## config.mk

```make
export PLATFORM = sky130hd
export DESIGN_NAME = paged_modulo_address_gen
export DESIGN_NICKNAME = d
export VERILOG_FILES = /design/src/ptr_file.v /design/src/paged_modulo_address_gen.v
export VERILOG_INCLUDE_DIRS = /design/src
export SDC_FILE = /design/constraint.sdc
export NUM_CORES = 1
export LEC_CHECK = 0
export BUFFER_PORTS_ARGS = -buffer_cell sky130_fd_sc_hd__buf_2
export CORE_MARGIN = 3
export CORE_UTILIZATION = 30
export CTS_BUF_LIST = sky130_fd_sc_hd__clkbuf_4 sky130_fd_sc_hd__clkbuf_8 sky130_fd_sc_hd__clkbuf_16
export DETAILED_ROUTE_END_ITERATION = 8
export PLACE_DENSITY = 0.44
export SLEW_MARGIN = 10
export SYNTH_ARGS = -nofsm -noshare
export SYNTH_HDL_FRONTEND = slang
export SYNTH_HIERARCHICAL = 1
export SYNTH_SLANG_ARGS = --single-unit
```

## constraint.sdc

```tcl
create_clock -name pclk -period 7.9 [get_ports pclk]
set_input_delay 0 -clock pclk [delete_from_list [all_inputs] [get_ports pclk]]
set_output_delay 0 -clock pclk [all_outputs]
set_load 0.02 [all_outputs]
```

## src/agen_defs.vh

```
// Purpose: constants for the paged and circular address generator
// Assumes: 32-bit APB, one register per aligned word
// Notes: offsets are byte addresses
`ifndef AGEN_DEFS_VH
`define AGEN_DEFS_VH

`define OFS_CONTROL 12'h000
`define OFS_X_START 12'h004
`define OFS_X_END 12'h008
`define OFS_Y_START 12'h00C
`define OFS_Y_END 12'h010
`define OFS_READ_PAGE 12'h014
`define OFS_WRITE_PAGE 12'h018
`define OFS_STATUS 12'h01C

`define XSEL_LSB 0
`define YSEL_LSB 4
`define XEN_BIT 15
`define YEN_BIT 14
`define SEL_OFF 4'hF
`define DIR_X_BIT 8
`define DIR_Y_BIT 9

`define CONTROL_RESET 16'h00FF
`define READ_PAGE_RESET 10'h001
`define WRITE_PAGE_RESET 9'h001

`endif

```

## src/ptr_file.v

```verilog
// Purpose: sixteen 16-bit working pointers with registered read ports
// Assumes: one write port, two read ports
// Notes: read data appears one cycle after the index
`timescale 1ns/100ps
module ptr_file #(
    parameter DEPTH = 16,
    parameter AW = 4
) (
    input wire clk,
    input wire rst_n,
    input wire we,
    input wire [AW-1:0] waddr,
    input wire [15:0] wdata,
    input wire [AW-1:0] raddr_a,
    input wire [AW-1:0] raddr_b,
    output reg [15:0] rdata_a,
    output reg [15:0] rdata_b
);
    reg [15:0] mem [0:DEPTH-1];
    integer i;

    always @(posedge clk or negedge rst_n) begin
        if (!rst_n) begin
            for (i = 0; i < DEPTH; i = i + 1) begin
                mem[i] <= 16'h0000;
            end
            rdata_a <= 16'h0000;
            rdata_b <= 16'h0000;
        end else begin
            if (we) begin
                mem[waddr] <= wdata;
            end
            rdata_a <= mem[raddr_a];
            rdata_b <= mem[raddr_b];
        end
    end
endmodule

```

## src/paged_modulo_address_gen.v

```verilog
// Purpose: paged extended addresses and circular pointer update
// Assumes: single pclk domain, core signals synchronous to pclk
// Notes: registers over APB; pointers live in ptr_file
//
// Decided for this implementation: the register offsets and the APB interface to the registers.
`timescale 1ns/100ps
`include "agen_defs.vh"
module paged_modulo_address_gen (
    input wire pclk,
    input wire presetn,
    input wire psel,
    input wire penable,
    input wire pwrite,
    input wire [11:0] paddr,
    input wire [31:0] pwdata,
    output reg [31:0] prdata,
    output reg pready,
    output reg pslverr,
    input wire ea_valid,
    input wire ea_write,
    input wire [15:0] effective_address,
    input wire mod_valid,
    input wire mod_is_y,
    input wire [3:0] mod_ptr,
    input wire signed [15:0] mod_step,
    input wire ptr_load,
    input wire [3:0] ptr_load_idx,
    input wire [15:0] ptr_load_data,
    input wire [3:0] ptr_rd_idx,
    output reg [23:0] ext_read_addr,
    output reg ext_read_valid,
    output reg program_space_window,
    output reg [23:0] ext_write_addr,
    output reg ext_write_valid,
    output reg [15:0] base_addr,
    output reg base_valid,
    output reg [15:0] ptr_rd_data,
    output reg mod_done,
    output reg [15:0] mod_new_ptr,
    output reg mod_wrapped
);
    // ----------------------------------------
    // state
    // ----------------------------------------
    localparam ST_IDLE = 3'b001;
    localparam ST_FETCH = 3'b010;
    localparam ST_UPDATE = 3'b100;

    reg [15:0] control_reg;
    reg [15:0] x_start_reg;
    reg [15:0] x_end_reg;
    reg [15:0] y_start_reg;
    reg [15:0] y_end_reg;
    reg [9:0] read_page_reg;
    reg [8:0] write_page_reg;
    reg [1:0] wrap_seen_reg;
    reg [2:0] state_reg;
    reg [2:0] state_next;
    reg op_is_y_reg;
    reg [3:0] op_ptr_reg;
    reg signed [15:0] op_step_reg;

    wire [15:0] ptr_old;
    wire [15:0] ptr_port_b;

    // ----------------------------------------
    // decode helpers
    // ----------------------------------------
    function active;
        input [3:0] sel;
        input en;
        begin
            active = (sel != `SEL_OFF) && en;
        end
    endfunction

    function is_pow2_len;
        input [15:0] s;
        input [15:0] e;
        reg [15:0] len;
        begin
            len = e - s + 16'h0001;
            is_pow2_len = (len != 16'h0000) && ((len & (len - 16'h0001)) == 16'h0000);
        end
    endfunction

    wire [3:0] x_pointer_select = control_reg[`XSEL_LSB+3:`XSEL_LSB];
    wire [3:0] y_pointer_select = control_reg[`YSEL_LSB+3:`YSEL_LSB];
    wire x_circular_enable = control_reg[`XEN_BIT];
    wire y_circular_enable = control_reg[`YEN_BIT];
    wire x_active = active(x_pointer_select, x_circular_enable);
    wire y_active = active(y_pointer_select, y_circular_enable);

    // ----------------------------------------
    // pointer store
    // ----------------------------------------
    wire upd_we = (state_reg == ST_UPDATE);
    reg [15:0] upd_value;
    reg upd_wrap;

    ptr_file #(
        .DEPTH(16),
        .AW(4)
    ) u_ptrs (
        .clk(pclk),
        .rst_n(presetn),
        .we(upd_we | ptr_load),
        .waddr(upd_we ? op_ptr_reg : ptr_load_idx),
        .wdata(upd_we ? upd_value : ptr_load_data),
        .raddr_a(mod_valid && state_reg == ST_IDLE ? mod_ptr : op_ptr_reg),
        .raddr_b(ptr_rd_idx),
        .rdata_a(ptr_old),
        .rdata_b(ptr_port_b)
    );

    // ----------------------------------------
    // circular update
    // ----------------------------------------
    // at most one buffer per space; pointer must match the space select
    reg [15:0] b_start;
    reg [15:0] b_end;
    reg b_on;
    reg b_down;
    reg [16:0] sum;
    reg [15:0] raw;
    always @* begin
        b_start = op_is_y_reg ? y_start_reg : x_start_reg;
        b_end = op_is_y_reg ? y_end_reg : x_end_reg;
        b_on = op_is_y_reg ? (y_active && op_ptr_reg == y_pointer_select)
                           : (x_active && op_ptr_reg == x_pointer_select);
        b_down = op_is_y_reg ? control_reg[`DIR_Y_BIT] : control_reg[`DIR_X_BIT];
        sum = {1'b0, ptr_old} + {op_step_reg[15], op_step_reg};
        raw = sum[15:0];
        if (op_is_y_reg) begin
            raw[0] = 1'b0;
        end
        upd_value = raw;
        upd_wrap = 1'b0;
        if (b_on) begin
            // length is implied by start and end alone
            if (is_pow2_len(b_start, b_end)) begin
                if (!op_step_reg[15] && (raw > b_end || sum[16])) begin
                    upd_value = b_start + (raw - b_end - 16'h0001);
                    upd_wrap = 1'b1;
                end else if (op_step_reg[15] && (raw < b_start || sum[16])) begin
                    upd_value = b_end - (b_start - raw - 16'h0001);
                    upd_wrap = 1'b1;
                end
            end else if (!b_down && raw > b_end) begin
                upd_value = b_start;
                upd_wrap = 1'b1;
            end else if (b_down && raw < b_start) begin
                upd_value = b_end;
                upd_wrap = 1'b1;
            end
            if (op_is_y_reg) begin
                upd_value[0] = 1'b0;
            end
        end
    end

    always @* begin
        state_next = state_reg;
        case (state_reg)
            ST_IDLE: begin
                if (mod_valid) begin
                    state_next = ST_FETCH;
                end
            end
            ST_FETCH: begin
                state_next = ST_UPDATE;
            end
            ST_UPDATE: begin
                state_next = ST_IDLE;
            end
            default: begin
                state_next = ST_IDLE;
            end
        endcase
    end

    always @(posedge pclk or negedge presetn) begin
        if (!presetn) begin
            state_reg <= ST_IDLE;
            op_is_y_reg <= 1'b0;
            op_ptr_reg <= 4'h0;
            op_step_reg <= 16'h0000;
            mod_done <= 1'b0;
            mod_new_ptr <= 16'h0000;
            mod_wrapped <= 1'b0;
        end else begin
            state_reg <= state_next;
            if (state_reg == ST_IDLE && mod_valid) begin
                op_is_y_reg <= mod_is_y;
                op_ptr_reg <= mod_ptr;
                op_step_reg <= mod_step;
            end
            mod_done <= upd_we;
            if (upd_we) begin
                mod_new_ptr <= upd_value;
                mod_wrapped <= upd_wrap;
            end
        end
    end

    // ----------------------------------------
    // paged address forming
    // ----------------------------------------
    always @(posedge pclk or negedge presetn) begin
        if (!presetn) begin
            ext_read_addr <= 24'h000000;
            ext_read_valid <= 1'b0;
            program_space_window <= 1'b0;
            ext_write_addr <= 24'h000000;
            ext_write_valid <= 1'b0;
            base_addr <= 16'h0000;
            base_valid <= 1'b0;
            ptr_rd_data <= 16'h0000;
        end else begin
            ptr_rd_data <= ptr_port_b;
            ext_read_valid <= 1'b0;
            ext_write_valid <= 1'b0;
            base_valid <= 1'b0;
            program_space_window <= 1'b0;
            if (ea_valid) begin
                if (!effective_address[15]) begin
                    base_addr <= effective_address;
                    base_valid <= 1'b1;
                end else if (ea_write) begin
                    ext_write_addr <= {write_page_reg, effective_address[14:0]};
                    ext_write_valid <= 1'b1;
                end else if (!read_page_reg[9]) begin
                    ext_read_addr <= {read_page_reg[8:0], effective_address[14:0]};
                    ext_read_valid <= 1'b1;
                end else begin
                    // page bit9 set selects the program-space window
                    ext_read_addr <= {read_page_reg[8:0], effective_address[14:0]};
                    program_space_window <= 1'b1;
                end
            end
        end
    end

    // ----------------------------------------
    // apb slave
    // ----------------------------------------
    wire acc = psel && penable && !pready;
    reg [31:0] rd_mux;
    reg hit;
    always @* begin
        hit = 1'b1;
        rd_mux = 32'h00000000;
        if (paddr == `OFS_CONTROL) begin
            rd_mux = {16'h0000, control_reg};
        end else if (paddr == `OFS_X_START) begin
            rd_mux = {16'h0000, x_start_reg};
        end else if (paddr == `OFS_X_END) begin
            rd_mux = {16'h0000, x_end_reg};
        end else if (paddr == `OFS_Y_START) begin
            rd_mux = {16'h0000, y_start_reg};
        end else if (paddr == `OFS_Y_END) begin
            rd_mux = {16'h0000, y_end_reg};
        end else if (paddr == `OFS_READ_PAGE) begin
            rd_mux = {22'h000000, read_page_reg};
        end else if (paddr == `OFS_WRITE_PAGE) begin
            rd_mux = {23'h000000, write_page_reg};
        end else if (paddr == `OFS_STATUS) begin
            rd_mux = {28'h0000000, wrap_seen_reg, y_active, x_active};
        end else begin
            hit = 1'b0;
        end
    end

    always @(posedge pclk or negedge presetn) begin
        if (!presetn) begin
            pready <= 1'b0;
            pslverr <= 1'b0;
            prdata <= 32'h00000000;
            control_reg <= `CONTROL_RESET;
            x_start_reg <= 16'h0000;
            x_end_reg <= 16'h0000;
            y_start_reg <= 16'h0000;
            y_end_reg <= 16'h0000;
            read_page_reg <= `READ_PAGE_RESET;
            write_page_reg <= `WRITE_PAGE_RESET;
            wrap_seen_reg <= 2'b00;
        end else begin
            pready <= acc;
            pslverr <= acc && !hit;
            if (acc && !pwrite) begin
                prdata <= rd_mux;
            end
            // a wrap in the same cycle as a clear stays set
            if (acc && pwrite && paddr == `OFS_STATUS) begin
                wrap_seen_reg <= (wrap_seen_reg & ~pwdata[3:2])
                               | {upd_we && upd_wrap && op_is_y_reg,
                                  upd_we && upd_wrap && !op_is_y_reg};
            end else begin
                wrap_seen_reg <= wrap_seen_reg
                               | {upd_we && upd_wrap && op_is_y_reg,
                                  upd_we && upd_wrap && !op_is_y_reg};
            end
            if (acc && pwrite) begin
                if (paddr == `OFS_CONTROL) begin
                    control_reg <= pwdata[15:0];
                end else if (paddr == `OFS_X_START) begin
                    x_start_reg <= pwdata[15:0];
                end else if (paddr == `OFS_X_END) begin
                    x_end_reg <= pwdata[15:0];
                end else if (paddr == `OFS_Y_START) begin
                    y_start_reg <= pwdata[15:0];
                end else if (paddr == `OFS_Y_END) begin
                    y_end_reg <= pwdata[15:0];
                end else if (paddr == `OFS_READ_PAGE) begin
                    read_page_reg <= pwdata[9:0];
                end else if (paddr == `OFS_WRITE_PAGE) begin
                    write_page_reg <= pwdata[8:0];
                end
            end
        end
    end
endmodule

```

==> impl_metrics.tcl <==
set metrics [dict create \
    drt-initial-drc-count 1447 \
    rr_worst_depth 20 \
    top_layer_used "met4" \
    worst_pin_slew_ns 1.19 \
    worstSkewPairLatency_ns 0.60 \
    dr.pass1.iters 5 \
    layoutNonFillerInstCount 4012 \
    yosys.area_share.simple_pct 6.23 \
    die_h_microns 323 \
    vias_per_cell 5.29 \
    reg2reg_slack_ns 1.10 \
    overflow 0 \
    p_switching_w 0.00754 \
    wl_mm 101 \
    synth.yosys.seq_area_share_pct 44.2 \
    fillerInstances 9652 \
    switching_share_pct 42.6 \
    clockBufferDepth 3 \
    met2_length_mm 49.9 \
    ir_worst_vdd_v 0.000359 \
    core_area_sq_um 99100 \
    htreeDepth 3 \
    postLayoutCellArea_sq_um 35700 \
    violations "negative hold slack" \
    drc 0 \
    synth_cell_types 80 \
    place_area_sq_um 32800 \
    postCtsSetupRepairBufs 0 \
    detail_route.wl_per_cell_microns 25.1 \
    synth_top_family_by_area "multiplexers" \
    largest_reg_flops 256 \
    yosysWarnings 6 \
    hold_viol 6 \
    cts_made_buffers 66 \
    first_global_vias 22200 \
    synth_seq_cells 532 \
    row_count 115 \
    critPathMaxFanout 16 \
    ios 250 \
    placed_cells 3831 \
    io_buffers 216 \
    clk_pin_slew_ns 0.07 \
    cp.buffers_inverters 2 \
    cts_resized 0 \
    powerDensity_nw_per_um2 496 \
    setup_viol 0 \
    slowest_delay_ns 0.81 \
    syn_area_sq_um 30200 \
    regMostFlops "u_ptrs/mem" \
    combPwrFrac_pct 58.3 \
    met3_length_mm 4.69 \
    antenna_cells 0 \
    synth_mux_area_share_pct 28.7 \
    p_seq_share_pct 24.3 \
    grt_pass1_wl_mm 147 \
    dp_hpwl_mm 70.5 \
    synth-edff-count 0 \
    cts-root-buf "clkbuf_16" \
    p_leak_nw 16.0 \
    endpoint_kind "flop" \
    critical_path_class "reg -> reg" \
    start_util_pct 30.4 \
    setup_tns_ns 0 \
    rsz0062_at_grt "no" \
    fin_crit_ns 6.80 \
    p_clk_share_pct 17.4 \
    cts_tree "yes" \
    cp-start-kind "flop" \
    holdWs_ns -0.00153 \
    p_int_w 0.0102 \
    synthAdderAreaFrac_pct 6.68 \
    dieArea_sq_um 104000 \
    met1_length_mm 43.7 \
    status "complete, but fails checks" \
    synthCells 2400 \
    async_reset_ff_share_pct 100 \
    cp_slowest_cell "xor2_1" \
    gp_congestion 0.906 \
    avgSynthCellArea_sq_um 12.6 \
    max_cap_viol_count 0 \
    synthToLayoutAreaGrowth_pct 18.4 \
    relSlewSlack_pct 20.4 \
    cp.required_ns 8.38 \
    grt.total_usage_pct 19.0 \
    reg_top3 "u_ptrs/mem (256), ext_read_addr (24), ext_write_addr (24)" \
    synth_compound_area_share_pct 8.95 \
    fin_util_pct 36.0 \
    arrival_ns 7.28 \
    regToRegEndpoint "u_ptrs/mem[60]$_DFFE_PN0P_" \
    ys.flop_type "dfrtp_1" \
    fmax_ghz 0.147 \
    drive_gt1_share_pct 37.9 \
    antenna_left 0 \
    nets 2927 \
    skew_ns 0.0302 \
    final_max_slew_viol_count 0 \
    crit_chain "ha_1 > o21a_1 > o21a_1 > o22ai_1 > o21bai_1 > xor2_1 > ha_1 > and3_1 > a221o_1 > a211o_1 > a211oi_1 > nor2b_1 > buf_4 > mux2i_1 > o21ai_0 > o31ai_1 > a31oi_1 > o21ai_1 > buf_4 > mux2_2" \
    critical_path.top_delay_family "compound AO/OA/AOI/OAI gates" \
    antenna_found_initial 2 \
    r2r_start "op_step_reg[4]$_DFFE_PN0P_" \
    hp-class "in -> async" \
    die_x_microns 323 \
    vias 21200 \
    period_share_pct 86.1 \
    synth_xor_area_share_pct 1.89 \
    clock-sinks 532 \
    grt_max_degree 166 \
]
-- per-stage QoR --
stage	setup WS (ns)	hold WS (ns)	total power [W]
after global placement	1.26	0.0402	0.0144
after floorplan	1.60	-0.296	0.0116
final	1.10	-0.00153	0.0177
after global routing	0.805	0.0473	0.0191
after CTS	1.19	0.00357	0.0178
after detailed placement	1.17	0.0644	0.0146
-- kinds of logic after synthesis --
logic type,Yosys count
mux,641
flops,532
compound gates,404
simple gates,388
buf+inv,227
fa+ha+maj,142
xor+xnor,65
other cells,1
-- area by class of cell --
type                            instances  area, sq um  share of cell area (%)
Timing Repair Buffer                  348         2270                    6.35
Tap cell                             1287         1610                    4.51
Clock inverter                         16          188                   0.525
Clock buffer                          102         2080                    5.81
Sequential cell                       532        13300                    37.3
Multi-Input combinational cell       1657        16000                    44.8
Inverter                               70          263                   0.736
-- per-layer routing --
layer	up-vias	GRT usage (%)
met5	-	0
met4	0	4.85
met3	137	2.57
met2	578	32.7
met1	11100	25.3
li1	9421	-
-- synth_stat cells, types with 11 or more instances --
master,count,share of area (%)
a211oi_1,18,0.45
a21o_1,16,0.40
a21oi_1,78,1.3
a22o_1,14,0.41
a22oi_1,83,2.1
a31oi_1,17,0.35
buf_1,15,0.19
buf_2,23,0.38
buf_4,23,0.57
clkbuf_1,90,1.1
dfrtp_1,521,43
dfstp_2,11,0.96
fa_1,33,2.2
ha_1,105,4.4
inv_1,70,0.87
mux2_2,434,16
mux2_4,20,0.99
mux2i_1,57,1.9
mux4_2,129,9.6
nand2_1,154,1.9
nand2b_1,16,0.33
nand3_1,16,0.27
nor2_1,83,1.0
nor2b_1,24,0.50
nor3_1,24,0.40
o211ai_1,14,0.35
o21a_1,17,0.42
o21ai_0,78,1.3
xnor2_1,35,1.0
xor2_1,30,0.87
-- placed cells by master (no fill, tap or decap), types with 16 or more instances in the layout --
cell type      Yosys  final
clkbuf_16          0     68
a31oi_1           17     17
nand2_1          154    154
conb_1             1     17
inv_1             70     70
nor2b_1           24     21
nor2_1            83     83
a21o_1            16     16
ha_1             105    105
dlygate4sd3_1      0     63
a22oi_1           83     83
clkbuf_8           0     19
dfrtp_1          521    520
mux2i_1           57     57
mux2_2           434    433
o21ai_0           78     73
nand3_1           16     16
nor3_1            24     22
buf_2             23    214
xor2_1            30     30
mux4_2           129    129
a211oi_1          18     18
mux2_4            20     21
buf_4             23     68
a21oi_1           78     78
xnor2_1           35     35
fa_1              33     33
o21a_1            17     17
-- power by group through the flow --
stage               Combinational, W  Sequential [W]  Clock, W
finish                        0.0103         0.00429   0.00309
global route                  0.0114         0.00441   0.00331
CTS                           0.0103         0.00429   0.00320
detailed placement            0.0103         0.00433         0
global placement              0.0102         0.00424         0
floorplan                    0.00736         0.00423         0
-- timing repair --
action	4_1_cts	5_1_grt
hold endpoints to repair	258	0
hold buffers	63	0
endpoints found under the setup margin	0	0
-- worst max path at each step --
stage | cells after the start | to | slack (ns) | start
2_1_floorplan | 21 | u_ptrs/mem[167]$_DFFE_PN0P_ | 1.60 | op_is_y_reg$_DFFE_PN0P_
3_3_place_gp | 18 | u_ptrs/mem[71]$_DFFE_PN0P_ | 1.26 | op_is_y_reg$_DFFE_PN0P_
3_5_place_dp | 18 | u_ptrs/mem[199]$_DFFE_PN0P_ | 1.17 | op_is_y_reg$_DFFE_PN0P_
4_1_cts | 18 | u_ptrs/mem[109]$_DFFE_PN0P_ | 1.19 | op_step_reg[4]$_DFFE_PN0P_
5_1_grt | 18 | u_ptrs/mem[93]$_DFFE_PN0P_ | 0.81 | op_step_reg[1]$_DFFE_PN0P_
6_report | 20 | u_ptrs/mem[60]$_DFFE_PN0P_ | 1.10 | op_step_reg[4]$_DFFE_PN0P_
No activity file was read; power rests on OpenSTA's default activity.
